**src/core/elic_consts.svh**
```systemverilog
// Offsets, field positions, reset values and fixed codes of the controller.
`ifndef ELIC_CONSTS_SVH
`define ELIC_CONSTS_SVH
`define ELIC_OFF_CTRL 8'h00
`define ELIC_OFF_SENSE 8'h04
`define ELIC_OFF_PINPRI 8'h08
`define ELIC_OFF_PRI_A 8'h0C
`define ELIC_OFF_PRI_B 8'h10
`define ELIC_OFF_PRI_D 8'h14
`define ELIC_OFF_PRI_E 8'h18
`define ELIC_OFF_VBASE 8'h1C
`define ELIC_OFF_MASK 8'h20
`define ELIC_OFF_STAT 8'h24
`define ELIC_BIT_VECSEL 0
`define ELIC_BIT_PINMODE 1
`define ELIC_RST_REG16 16'h0000
`define ELIC_RST_VBASE 32'h0000_0000
`define ELIC_LVL_DEBUG 4'hF
`define ELIC_LVL_NONE 4'h0
`define ELIC_VEC_DEBUG 8'h0D
`define ELIC_VEC_AUTO_BASE 8'h40
`define ELIC_VEC_PERI_BASE 8'h48
`define ELIC_CODE_IDLE 4'hF
`define ELIC_SENSE_LOW 2'h0
`define ELIC_SENSE_RISE 2'h1
`define ELIC_SENSE_FALL 2'h2
`define ELIC_SENSE_BOTH 2'h3
`define ELIC_NUM_PERI 16
`define ELIC_NUM_CAND 22
`endif

```
**src/core/elic_pkg.sv**
```systemverilog
// Types shared by the interrupt controller.
package elic_pkg;
  typedef enum logic [1:0] {
    ELIC_IDLE = 2'b00,
    ELIC_FETCH = 2'b01
  } elic_state_t;
  typedef logic [3:0] elic_level_t;
  typedef logic [7:0] elic_vec_t;
endpackage

```
**src/core/elic_core.sv**
```systemverilog
// Level, pin and peripheral interrupt arbiter with external vector fetch.
//
// How it works
// Debug interrupt pends at level 15 and loads mask 15 when taken.
// Active-low pin code 0000 is level 15, counting down; 1111 idle.
// Auto vectors 71 down to 64, two adjacent levels per vector.
// External vector mode takes vector 0 to 127 from data pins.
// External supplier drives the top data line low.
// Encoded external fetch shows level on outputs, strobes, samples data.
// Accepting an encoded level loads its level into the core mask.
// Pin mode bit set makes the four pins independent requests.
// Each pin senses low level, rising, falling or both edges.
// Each independent pin has its own priority 0 to 15.
// Independent pin external fetch shows priority, strobes, samples data.
// Accepting an independent pin loads its priority into the mask.
// Chip selects stay high and upper address is don't-care in fetch.
// Fetch honours the wait input but adds no programmed waits.
// Every peripheral source has its own distinct vector.
// Peripheral priority comes from four priority registers; mask loaded.
// Acceptance fetches the handler address from the selected entry.
// Sources sharing one priority field keep a fixed ranking.
// Reset gives every peripheral source priority 0.
// Equal simultaneous priorities resolve by a fixed default order.
// Priority 0 means masked, never accepted.
// Entry address is vector base plus four times vector number.
// Accept only above current mask, highest pending priority first.
// External source holds its code steady until accepted.
`timescale 1ns/1ps
`include "elic_consts.svh"

module elic_core (
  input wire logic mclk,
  input wire logic rst,
  input wire logic [7:0] paddr,
  input wire logic psel,
  input wire logic penable,
  input wire logic pwrite,
  input wire logic [31:0] pwdata,
  output logic [31:0] prdata,
  output logic pready,
  output logic pslverr,
  input wire logic [3:0] encodedRequestPinsN,
  input wire logic debugSerialPortIrq,
  input wire logic [`ELIC_NUM_PERI-1:0] periphReq,
  input wire logic [7:0] vectorDataIn,
  input wire logic waitN,
  input wire logic [4:0] chipSelectReqN,
  input wire logic [24:4] addrUpperIn,
  output logic [4:0] chipSelectOutputsN,
  output logic [24:4] addrUpperOut,
  output elic_pkg::elic_level_t acceptedLevelOutputs,
  output logic vectorFetchStrobeN,
  output elic_pkg::elic_level_t coreMaskLevelBits,
  output logic acceptPulse,
  output elic_pkg::elic_vec_t acceptedVector,
  output logic [31:0] vectorEntryAddr
);
  import elic_pkg::*;

  // ****************************************************
  // Pin synchronisers
  // ****************************************************
  logic [3:0] pinMeta_q, pinSync_q, pinPrev_q;
  logic [7:0] dataMeta_q, dataSync_q;
  logic waitMeta_q, waitSync_q;

  always_ff @(posedge mclk)
  begin
    pinMeta_q <= encodedRequestPinsN;
    pinSync_q <= pinMeta_q;
    pinPrev_q <= pinSync_q;
    dataMeta_q <= vectorDataIn;
    dataSync_q <= dataMeta_q;
    waitMeta_q <= waitN;
    waitSync_q <= waitMeta_q;
  end

  // ****************************************************
  // Register file
  // ****************************************************
  logic [1:0] ctrl_q;
  logic [7:0] sense_q;
  logic [15:0] pinPri_q, priA_q, priB_q, priD_q, priE_q;
  logic [31:0] vbase_q;
  elic_level_t mask_q, mask_d;
  logic [31:0] prdata_q;
  elic_state_t state_q, state_d;

  wire vecSel = ctrl_q[`ELIC_BIT_VECSEL];
  wire pinMode = ctrl_q[`ELIC_BIT_PINMODE];
  wire setupPh = psel && !penable;
  wire accessPh = psel && penable;
  wire wrEn = accessPh && pwrite;
  wire hitCtrl = paddr == `ELIC_OFF_CTRL;
  wire hitSense = paddr == `ELIC_OFF_SENSE;
  wire hitPinPri = paddr == `ELIC_OFF_PINPRI;
  wire hitA = paddr == `ELIC_OFF_PRI_A;
  wire hitB = paddr == `ELIC_OFF_PRI_B;
  wire hitD = paddr == `ELIC_OFF_PRI_D;
  wire hitE = paddr == `ELIC_OFF_PRI_E;
  wire hitVbase = paddr == `ELIC_OFF_VBASE;
  wire hitMask = paddr == `ELIC_OFF_MASK;
  wire hitStat = paddr == `ELIC_OFF_STAT;
  wire mapped = hitCtrl | hitSense | hitPinPri | hitA | hitB | hitD | hitE
    | hitVbase | hitMask | hitStat;
  wire [31:0] statWord = {16'h0000, pinSync_q, mask_q, 6'h00, state_q};
  wire [31:0] readMux =
    hitCtrl ? {30'h0, ctrl_q} :
    hitSense ? {24'h0, sense_q} :
    hitPinPri ? {16'h0, pinPri_q} :
    hitA ? {16'h0, priA_q} :
    hitB ? {16'h0, priB_q} :
    hitD ? {16'h0, priD_q} :
    hitE ? {16'h0, priE_q} :
    hitVbase ? vbase_q :
    hitMask ? {28'h0, mask_q} :
    hitStat ? statWord : 32'h0000_0000;

  assign pready = 1'b1;
  assign pslverr = accessPh && !mapped;
  assign prdata = prdata_q;

  always_ff @(posedge mclk)
  begin
    if (rst)
    begin
      ctrl_q <= 2'h0;
      sense_q <= 8'h00;
      pinPri_q <= `ELIC_RST_REG16;
      priA_q <= `ELIC_RST_REG16;
      priB_q <= `ELIC_RST_REG16;
      priD_q <= `ELIC_RST_REG16;
      priE_q <= `ELIC_RST_REG16;
      vbase_q <= `ELIC_RST_VBASE;
      prdata_q <= 32'h0000_0000;
    end
    else
    begin
      if (setupPh)
        prdata_q <= readMux;
      if (wrEn && hitCtrl)
        ctrl_q <= pwdata[1:0];
      if (wrEn && hitSense)
        sense_q <= pwdata[7:0];
      if (wrEn && hitPinPri)
        pinPri_q <= pwdata[15:0];
      if (wrEn && hitA)
        priA_q <= pwdata[15:0];
      if (wrEn && hitB)
        priB_q <= pwdata[15:0];
      if (wrEn && hitD)
        priD_q <= pwdata[15:0];
      if (wrEn && hitE)
        priE_q <= pwdata[15:0];
      if (wrEn && hitVbase)
        vbase_q <= pwdata;
    end
  end

  // ****************************************************
  // Request detection
  // ****************************************************
  logic debugPend_q;
  logic [3:0] edgePend_q;
  logic [3:0] pinEdge, pinLow;
  logic takeNow;
  logic [4:0] bestIdx;

  function automatic logic edgeHit(input logic [1:0] mode, input logic prv,
    input logic cur);
    edgeHit = (mode == `ELIC_SENSE_RISE && !prv && cur) ||
      (mode == `ELIC_SENSE_FALL && prv && !cur) ||
      (mode == `ELIC_SENSE_BOTH && prv != cur);
  endfunction

  function automatic elic_vec_t autoVec(input elic_level_t lvl);
    autoVec = `ELIC_VEC_AUTO_BASE + {5'h00, lvl[3:1]};
  endfunction

  always_comb
  begin
    for (int p = 0; p < 4; p++)
    begin
      pinEdge[p] = edgeHit(sense_q[2*p+:2], pinPrev_q[p], pinSync_q[p]);
      pinLow[p] = sense_q[2*p+:2] == `ELIC_SENSE_LOW && !pinSync_q[p];
    end
  end

  // A flag raised in the cycle it is consumed stays raised.
  always_ff @(posedge mclk)
  begin
    if (rst)
    begin
      debugPend_q <= 1'b0;
      edgePend_q <= 4'h0;
    end
    else
    begin
      debugPend_q <= debugSerialPortIrq ||
        (debugPend_q && !(takeNow && bestIdx == 5'd0));
      for (int p = 0; p < 4; p++)
        edgePend_q[p] <= pinMode && (pinEdge[p] ||
          (edgePend_q[p] && !(takeNow && bestIdx == 5'(p + 2))));
    end
  end

  // ****************************************************
  // Candidates and arbitration
  // ****************************************************
  logic candReq [`ELIC_NUM_CAND];
  elic_level_t candLvl [`ELIC_NUM_CAND];
  elic_vec_t candVec [`ELIC_NUM_CAND];
  logic candExt [`ELIC_NUM_CAND];
  logic bestValid;
  elic_level_t bestLvl;
  wire elic_level_t codeLvl = 4'hF - pinSync_q;

  always_comb
  begin
    candReq[0] = debugPend_q;
    candLvl[0] = `ELIC_LVL_DEBUG;
    candVec[0] = `ELIC_VEC_DEBUG;
    candExt[0] = 1'b0;
    candReq[1] = !pinMode && pinSync_q != `ELIC_CODE_IDLE;
    candLvl[1] = codeLvl;
    candVec[1] = autoVec(codeLvl);
    candExt[1] = 1'b1;
    for (int p = 0; p < 4; p++)
    begin
      candReq[p+2] = pinMode && (edgePend_q[p] || pinLow[p]);
      candLvl[p+2] = pinPri_q[4*p+:4];
      candVec[p+2] = autoVec(pinPri_q[4*p+:4]);
      candExt[p+2] = 1'b1;
    end
    for (int s = 0; s < `ELIC_NUM_PERI; s++)
    begin
      // Two sources share each of the upper two fields of a register; the lower index always ranks first.
      candReq[s+6] = periphReq[s];
      case (s / 4)
        0: candLvl[s+6] = priA_q[15-4*(s/2%2)-:4];
        1: candLvl[s+6] = priB_q[15-4*(s/2%2)-:4];
        2: candLvl[s+6] = priD_q[15-4*(s/2%2)-:4];
        default: candLvl[s+6] = priE_q[15-4*(s/2%2)-:4];
      endcase
      candVec[s+6] = `ELIC_VEC_PERI_BASE + 8'(s);
      candExt[s+6] = 1'b0;
    end
  end

  always_comb
  begin
    bestValid = 1'b0;
    bestIdx = 5'd0;
    bestLvl = mask_q;
    for (int i = 0; i < `ELIC_NUM_CAND; i++)
    begin
      // Strictly greater keeps the earlier index on ties.
      if (candReq[i] && candLvl[i] != `ELIC_LVL_NONE && candLvl[i] > bestLvl)
      begin
        bestValid = 1'b1;
        bestIdx = 5'(i);
        bestLvl = candLvl[i];
      end
    end
  end

  // ****************************************************
  // Acceptance and vector fetch
  // ****************************************************
  elic_level_t fetchLvl_q;
  logic acceptPulse_q;
  elic_vec_t accVec_q;
  logic [31:0] entry_q;
  wire goExt = bestValid && vecSel && candExt[bestIdx];
  wire fetchDone = state_q == ELIC_FETCH && waitSync_q;
  wire elic_vec_t extVec = {1'b0, dataSync_q[6:0]};
  wire elic_vec_t finalVec = fetchDone ? extVec : candVec[bestIdx];
  wire elic_level_t finalLvl = fetchDone ? fetchLvl_q : bestLvl;
  wire doAccept = fetchDone || (state_q == ELIC_IDLE && bestValid && !goExt);

  assign takeNow = state_q == ELIC_IDLE && bestValid;

  always_comb
  begin
    state_d = state_q;
    mask_d = mask_q;
    case (state_q)
      ELIC_IDLE:
        if (goExt)
          state_d = ELIC_FETCH;
      ELIC_FETCH:
        if (waitSync_q)
          state_d = ELIC_IDLE;
      default:
        state_d = ELIC_IDLE;
    endcase
    if (doAccept)
      mask_d = finalLvl;
    else if (wrEn && hitMask)
      mask_d = pwdata[3:0];
  end

  always_ff @(posedge mclk)
  begin
    if (rst)
    begin
      state_q <= ELIC_IDLE;
      mask_q <= 4'h0;
      fetchLvl_q <= 4'h0;
      acceptPulse_q <= 1'b0;
      accVec_q <= 8'h00;
      entry_q <= 32'h0000_0000;
    end
    else
    begin
      state_q <= state_d;
      mask_q <= mask_d;
      acceptPulse_q <= doAccept;
      if (takeNow)
      begin
        fetchLvl_q <= bestLvl;
      end
      if (doAccept)
      begin
        accVec_q <= finalVec;
        entry_q <= vbase_q + {22'h0, finalVec, 2'b00};
      end
    end
  end

  wire fetching = state_q == ELIC_FETCH;
  assign acceptedLevelOutputs = fetching ? fetchLvl_q : 4'h0;
  assign vectorFetchStrobeN = !fetching;
  assign chipSelectOutputsN = fetching ? 5'h1F : chipSelectReqN;
  assign addrUpperOut = fetching ? 21'h00000 : addrUpperIn;
  assign coreMaskLevelBits = mask_q;
  assign acceptPulse = acceptPulse_q;
  assign acceptedVector = accVec_q;
  assign vectorEntryAddr = entry_q;

  // ****************************************************
  // Checks
  // ****************************************************
  a_mask_on_accept: assert property (@(posedge mclk) disable iff (rst)
    doAccept |=> coreMaskLevelBits == $past(finalLvl))
    else $error("Mask not loaded with accepted level.");
  a_debug_level: assert property (@(posedge mclk) disable iff (rst)
    (doAccept && !fetchDone && bestIdx == 5'd0) |=> coreMaskLevelBits == 4'hF)
    else $error("Debug interrupt did not load mask 15.");
  a_auto_vector: assert property (@(posedge mclk) disable iff (rst)
    (doAccept && bestIdx == 5'd1 && !vecSel) |=>
    acceptedVector == 8'h40 + {5'h00, $past(bestLvl[3:1])})
    else $error("Auto vector wrong.");
  a_ext_vector: assert property (@(posedge mclk) disable iff (rst)
    fetchDone |=> acceptedVector == {1'b0, $past(dataSync_q[6:0])})
    else $error("External vector not taken from data pins.");
  a_fetch_strobe: assert property (@(posedge mclk) disable iff (rst)
    (takeNow && goExt) |=> !vectorFetchStrobeN &&
    acceptedLevelOutputs == $past(bestLvl))
    else $error("Fetch strobe or level output wrong.");
  a_cs_high: assert property (@(posedge mclk) disable iff (rst)
    !vectorFetchStrobeN |-> chipSelectOutputsN == 5'h1F)
    else $error("Chip select active during fetch.");
  a_wait_stretch: assert property (@(posedge mclk) disable iff (rst)
    (fetching && !waitSync_q) |=> fetching)
    else $error("Fetch ended while wait held.");
  a_no_extra_wait: assert property (@(posedge mclk) disable iff (rst)
    (fetching && waitSync_q) |=> !fetching)
    else $error("Fetch stretched without wait.");
  a_above_mask: assert property (@(posedge mclk) disable iff (rst)
    (doAccept && !fetchDone) |-> bestLvl > mask_q && bestLvl != 4'h0)
    else $error("Accepted at or below mask.");
  a_entry_addr: assert property (@(posedge mclk) disable iff (rst)
    doAccept |=> vectorEntryAddr ==
    $past(vbase_q) + {22'h0, $past(finalVec), 2'b00})
    else $error("Entry address not base plus four times vector.");
  a_reset_prio: assert property (@(posedge mclk)
    rst |=> priA_q == 16'h0000 && priB_q == 16'h0000 &&
    priD_q == 16'h0000 && priE_q == 16'h0000)
    else $error("Peripheral priority not zero after reset.");
endmodule // elic_core

```
**config.mk**
```make
export PLATFORM = sky130hd
export DESIGN_NAME = elic_core
export DESIGN_NICKNAME = d
export VERILOG_FILES = /design/src/core/elic_pkg.sv /design/src/core/elic_core.sv
export VERILOG_INCLUDE_DIRS = /design/src /design/src/core
export SDC_FILE = /design/constraint.sdc
export NUM_CORES = 1
export LEC_CHECK = 0
export ABC_CLOCK_PERIOD_IN_PS = 98200
export BUFFER_PORTS_ARGS = -buffer_cell sky130_fd_sc_hd__buf_2
export CORE_UTILIZATION = 35
export DETAILED_ROUTE_END_ITERATION = 7
export MAX_ROUTING_LAYER = met4
export PLACE_DENSITY = 0.61
export SYNTH_ARGS = -nofsm -noshare
export SYNTH_HDL_FRONTEND = slang
export SYNTH_SLANG_ARGS = --single-unit
export TNS_END_PERCENT = 100
```
**constraint.sdc**
```tcl
create_clock -name mclk -period 98.2 [get_ports mclk]
set_clock_uncertainty 0.15 [all_clocks]
set_input_delay 14.73 -clock mclk [delete_from_list [all_inputs] [get_ports mclk]]
set_output_delay 14.73 -clock mclk [all_outputs]
set_load 0.02 [all_outputs]
```
=== After elaboration in Yosys (flattened, before gate mapping) ===
Memories as Yosys holds them, arrays and structs flattened.
Index checks and enable logic that the tools add are counted.

* Flip-flop bits (word level): 238
* Bits in read-only memories: 32
* Output and inout port bits: 110
* Logic and storage cells: 350
* Memories: 1

{| class="wikitable"
|+ Memories
! name !! depth !! bits a word !! rd ports !! clocked after memory_dff !! wr ports !! RTL line !! text
|-
| (name not given) || 32 || 1 || 1 || 0 || 0 || elic_core.sv:274 || <nowiki>wire goExt = bestValid && vecSel && candExt[bestIdx];</nowiki>
|}

* $add $sub $neg: 7
* Magnitude comparators: 23
* Equality and inequality tests: 33
* Mux-type cells: 90
* Bitwise gates (word level): 10
* Reductions and logical operators: 162

{| class="wikitable"
|+ Operator list
! operator !! count
|-
| $mux 32 || 8
|-
| $mux 5 || 21
|-
| $logic_and 1x1->1 || 104
|-
| $mux 4 || 26
|-
| $gt 4x4->1 || 21
|-
| $reduce_bool 4->1 || 13
|-
| $add 7x3->8 const A || 5
|-
| $bmux 8 s5 || 1
|-
| $add 32x10->32 || 1
|-
| $eq 8x5->1 const B || 4
|-
| $mux 16 || 2
|-
| $mux 1 || 25
|-
| $mux 8 || 3
|-
| $mux 21 || 1
|-
| $logic_not 1->1 || 18
|-
| $logic_or 1x1->1 || 18
|-
| $eq 2x2->1 const B || 8
|-
| $eq 8x4->1 const B || 2
|-
| $eq 8x6->1 const B || 2
|-
| $eq 2x1->1 const B || 5
|-
| $eq 5x2->1 const B || 2
|-
| $eq 5x3->1 const B || 2
|-
| $logic_not 2->1 || 5
|-
| $or 1x1->1 || 9
|-
| other kinds (14) || 19
|}

=== Logic depth before layout (Yosys ltp) ===
* Depth after elaboration: 75
* Mapped depth: 215
* Gate-level depth less buffers: 207

=== Least setup slack after synthesis ===
Ideal clock, no wire load.

* Path type: in2reg
* Start: input periphReq[0]
* End: register entry_q[31], in the netlist vectorEntryAddr[31]
* Library setup time: 0.086 ns
* Data arrival time: 42.173 ns
* Path slack: 55.792 ns
* Stages: 154
* Cells stage by stage: o21ai_0 -> a21oi_1 -> nand2_1 -> nor2_1 -> a21oi_1 -> ha_1 -> a21o_1 -> nor2_1 -> nand2_1 -> a221o_1 -> nand3_1 -> mux2i_1 -> inv_1 -> ha_1 -> a21oi_1 -> nor2_1 -> o21ai_0 -> a21boi_0 -> [... 118 more ...] -> a21o_1 -> a21oi_1 -> nor2b_1 -> o21ai_0 -> nand2b_1 -> and3_1 -> and3_1 -> and3_1 -> nand3_1 -> nor2_1 -> and3_1 -> and3_1 -> and3_1 -> and3_1 -> nand3_1 -> nor2_1 -> xnor2_1 -> a211oi_1

* Elaborated cells between the ends (all ways): 94
* Those cells by class: add/sub (1); order compare (15); mux (53); bitwise (1); reduce/logical (23); memory (1)

{| class="wikitable"
|+ RTL lines
! element !! RTL line !! text
|-
| start: declaration || elic_core.sv:44 || <nowiki>input wire logic [`ELIC_NUM_PERI-1:0] periphReq,</nowiki>
|-
| $logic_and 1x1->1 (no source line) * || n/a ||
|-
| $logic_and 1x1->1 * || elic_core.sv:258 || <nowiki>if (candReq[i] && candLvl[i] != `ELIC_LVL_NONE && candLvl[i] > bestLvl)</nowiki>
|-
| $mux 4 || elic_core.sv:258 ||
|-
| $gt 4x4->1 || elic_core.sv:258 ||
|-
| $logic_and 1x1->1 || elic_core.sv:258 ||
|-
| $mux 4 || elic_core.sv:258 ||
|-
| $gt 4x4->1 || elic_core.sv:258 ||
|-
| $logic_and 1x1->1 || elic_core.sv:258 ||
|-
| [... 38 more ...] || n/a ||
|-
| $logic_and 1x1->1 || elic_core.sv:258 ||
|-
| $mux 5 * || elic_core.sv:258 ||
|-
| $not 5->6 (not written as such) * || elic_core.sv:277 || <nowiki>wire elic_vec_t finalVec = fetchDone ? extVec : candVec[bestIdx];</nowiki>
|-
| $bmux 8 s5 * || elic_core.sv:277 ||
|-
| $mux 8 (not written as such) * (2 in a row) || elic_core.sv:277 ||
|-
| $mux 8 * || elic_core.sv:277 ||
|-
| net finalVec[2] || elic_core.sv:277 ||
|-
| $add 32x10->32 * || elic_core.sv:326 || <nowiki>entry_q <= vbase_q + {22'h0, finalVec, 2'b00};</nowiki>
|-
| end signal: assignment || elic_core.sv:326 ||
|-
| end: declaration || elic_core.sv:273 || <nowiki>logic [31:0] entry_q;</nowiki>
|}

The timed path passes the listed nets; every way through them passes the cells marked *. The select of a mux whose other input is x is not followed.
A chain may end at the register's enable or synchronous reset.

=== Worst setup path after layout ===
Same ends and word-level chain as after synthesis.

==> results.py <==
metrics = {
    "status": {
        "status": "finished clean",
    },
    "synthesis": {
        "synth_seq_area_share": 0.314,
        "ys_types": 104,
        "synth_fp_nets": 2145,
        "synth_flop_cell": "dfxtp_1",
        "synth_edf_count": 0,
        "synth-seq-cells": 236,
        "syn_area_per_cell_um2": 7.61,
        "synthArstFlopShare": 0,
        "postSynthCellCount": 1974,
        "yosys_warnings": 0,
        "synthesis.area_um2": 15000,
    },
    "clocking": {
        "clkTransAtPathRegs_ns": 0.06,
        "holdBufCountCts": 0,
        "cts_resized": 0,
        "cts_root_buffer": "clkbuf_16",
        "clkSinkCount": 236,
        "cts_buffer_depth": 3,
        "clk-insertion-delay-late_ns": 0.56,
        "cts_tree": "yes",
        "htreeDepth": 1,
        "cts_made_buffers": 27,
        "post_cts_buffers": 0,
    },
    "setup_path": {
        "timing.rr.end": "vectorEntryAddr[31]$_SDFFE_PP0N_",
        "crit_fanout": 13,
        "crit_top_cell": "ha_1",
        "r2r_cells": 198,
        "r2r_slack_ns": 55.74,
        "end_kind": "flop",
        "cp_slowest_cell": "mux2i_1",
        "crit_required_ns": 98.52,
        "r2r_start": "coreMaskLevelBits[0]$_SDFFE_PP0P_",
        "arrival_ns": 47.27,
        "crit_type": "input pin to flop",
        "cp-start-kind": "input pin",
        "slowest_delay_ns": 0.52,
    },
    "run": {
        "max-cap-violations": 0,
    },
    "timing": {
        "slew_headroom": 0.200,
        "finalCritPeriodShare": 0.478,
        "fmaxAchievable_ghz": 0.0213,
        "period_needed_ns": 46.95,
        "setup_viol": 0,
        "worstMarginPinSlew_ns": 1.20,
        "rsz0062_at_grt": "false",
        "setup_tns_ns": 0,
        "hold_viol": 0,
        "report.final.slew_viol_count": 0,
    },
    "floorplan": {
        "dieArea_um2": 43800,
        "rows": 75,
        "num_io_pins": 211,
        "start_util": 0.357,
        "coreArea_um2": 42100,
        "fp.dieH_um": 209,
        "die_x_um": 209,
    },
    "global_route": {
        "antenna_found_initial": 0,
        "grt_overflow": 0,
        "grt_pass1_wl_um": 80000,
        "grt_pass1_vias": 14000,
        "grt_util_all_layers": 0.238,
        "grt_max_degree": 137,
    },
    "power": {
        "p_sw_frac": 0.405,
        "pwr-share-seq": 0.291,
        "clockPowerShare": 0.270,
        "p_comb_frac": 0.439,
        "leakage_nw": 7.13,
        "total_power_mw": 0.387,
        "p_int_mw": 0.230,
        "power_switching_mw": 0.157,
        "p_per_area_nw_per_um2": 22.4,
        "vdd_drop_max_mv": 0.0139,
    },
    "routing": {
        "vias": 15200,
        "drtAntennaViolNets": 0,
        "via_per_inst": 5.72,
        "drcViolationCount": 0,
        "drtIter0Drc": 1329,
        "first_pass_iters": 6,
        "routed_wl_um": 52400,
        "post_drt_wl_per_cell_um": 19.7,
    },
    "finish": {
        "utilization": 0.410,
        "nets": 2275,
        "synthToLayoutAreaGrowth_pct": 14.8,
        "multi_input_area_um2": 9510,
        "drive_above_1_share": 0.155,
        "fin_area_um2": 17300,
        "diodes": 0,
        "layout.filler_cells": 4325,
        "seqCellArea_um2": 4720,
        "finalNonFillerCells": 2661,
    },
    "worst_hold_path": {
        "hold_path_class": "flop to flop",
        "whs_endpoint": "dataSync_q[1]$_DFF_P_",
        "whs_path_depth": 0,
        "min_from": "dataMeta_q[1]$_DFF_P_",
    },
    "placement": {
        "gp_congestion": 0.963,
        "placed_cells": 2614,
        "portBuffers": 207,
        "place_area_um2": 16300,
        "dpl.hpwl_um": 39400,
    },
}
[per-layer routing]
layer | track usage | part of all wire | wire length [µm] | vias up
met5 | - | 0 | 0 | -
met4 | 0.0751 | 0.034 | 1760 | 0
met3 | 0.0265 | 0.059 | 3090 | 96
met2 | 0.381 | 0.46 | 24100 | 526
met1 | 0.313 | 0.45 | 23500 | 7260
li1 | - | - | - | 7335
[sequential cells by signal (all words and copies together) (netlist names), 7 cells and up]
signal and cells:
prdata 32, vbase_q 32, vectorEntryAddr 32, pinPri_q 16, priA_q 16, priB_q 16
priD_q 16, priE_q 16, sense_q 8, acceptedVector 7, dataMeta_q 7, dataSync_q 7
[kinds of logic after synthesis]
family	after synthesis	synth area share
XOR/XNOR	36	0.0210
AO/OA/AOI/OAI	579	0.269
other	2	0.000500
AND/OR/NAND/NOR	786	0.236
adder cells (fa/ha/maj)	72	0.0601
buffers and inverters	199	0.0533
flip-flops	236	0.314
multiplexers	64	0.0455
[worst max-delay path: cells and delay by family]
family / cells / cell delay (ns)
AOI/OAI and AO/OA: 66 / 13.95
and+or+nand+nor: 42 / 7.22
muxes: 16 / 5.33
adders and majority gates: 17 / 4.90
buffers and inverters: 12 / 1.00
xor gates and xnor gates: 1 / 0.12
[power groups by stage]
stage	logic (mW)	clock network [mW]	registers, mW
2_1_floorplan	0.118	0	0.120
5_1_grt	0.187	0.110	0.114
6_report	0.170	0.104	0.113
4_1_cts	0.168	0.106	0.113
3_5_place_dp	0.168	0	0.115
3_3_place_gp	0.164	0	0.114
[layout by cell type, fill, tap and decap left out, types with 9 or more instances in the layout]
master / instances
a211oi_1: 37
inv_1: 81
a31oi_1: 21
or2_2: 16
nor2b_1: 38
o21ai_0: 70
a22oi_1: 33
o211ai_1: 12
a21oi_1: 203
clkbuf_16: 27
mux2i_1: 39
a211o_1: 9
o21a_1: 10
buf_2: 206
nand2b_1: 12
mux2_2: 21
a21o_1: 25
a222oi_1: 14
and2_1: 21
o211a_1: 9
xnor2_1: 24
nor2_1: 170
xor2_1: 12
and3_1: 26
a221oi_1: 10
or3_1: 16
nor3_1: 23
nand3_1: 59
o31ai_1: 9
buf_4: 12
ha_1: 69
nand2_1: 360
dfxtp_1: 236
[how the worst max path moves through the flow]
| stage | start | to | slack, ns | depth (start not counted) |
|---|---|---|---|---|
| after floorplan | periphReq[0] | vectorEntryAddr[31]$_SDFFE_PP0N_ | 55.79 | 154 |
| after global placement | periphReq[0] | vectorEntryAddr[31]$_SDFFE_PP0N_ | 51.45 | 153 |
| after detailed placement | periphReq[0] | vectorEntryAddr[31]$_SDFFE_PP0N_ | 51.00 | 154 |
| after CTS | periphReq[0] | vectorEntryAddr[31]$_SDFFE_PP0N_ | 51.46 | 153 |
| after global routing | periphReq[0] | vectorEntryAddr[31]$_SDFFE_PP0N_ | 48.74 | 153 |
| final | periphReq[0] | vectorEntryAddr[31]$_SDFFE_PP0N_ | 51.25 | 154 |
[through the flow]
step / setup slack, ns / hold WS [ns]
2_1_floorplan: 55.79 / 0.160
3_3_place_gp: 51.45 / 0.161
3_5_place_dp: 51.00 / 0.162
4_1_cts: 51.46 / 0.176
5_1_grt: 48.74 / 0.178
6_report: 51.25 / 0.175
[Yosys cell counts (7+ instances only)]
master	instances	share of area
a31oi_1	21	0.0087
nand3b_1	8	0.0040
and2_1	21	0.0087
xnor2_1	24	0.014
o21bai_1	8	0.0040
ha_1	69	0.057
a211o_1	9	0.0052
o21a_1	10	0.0050
nand2b_1	12	0.0050
a211oi_1	37	0.018
dfxtp_1	236	0.31
nand3_1	59	0.020
or4_1	8	0.0040
o31ai_1	9	0.0045
and3_1	26	0.011
a21oi_1	203	0.068
or2_2	16	0.0067
o211ai_1	12	0.0060
a22oi_1	33	0.016
nor2b_1	38	0.016
a21o_1	25	0.012
mux2_2	21	0.016
nor3_1	23	0.0077
buf_2	16	0.0053
o21ai_0	70	0.023
o211a_1	9	0.0060
clkbuf_1	93	0.023
nand2_1	360	0.090
nor2_1	170	0.042
a222oi_1	14	0.0093
a221oi_1	10	0.0058
xor2_1	12	0.0070
mux2i_1	39	0.026
inv_1	81	0.020
or3_1	16	0.0067
a311oi_1	7	0.0041
[area by class of cell]
| class | instances | area share |
|---|---|---|
| multi-input cells | 1539 | 0.551 |
| flip-flops and latches | 236 | 0.274 |
| repair buffers | 219 | 0.0656 |
| clock buffers | 38 | 0.0444 |
| well taps | 539 | 0.0391 |
| inverters | 81 | 0.0176 |
| clock inverters | 9 | 0.00841 |
No activity file was read; power rests on OpenSTA's default activity.
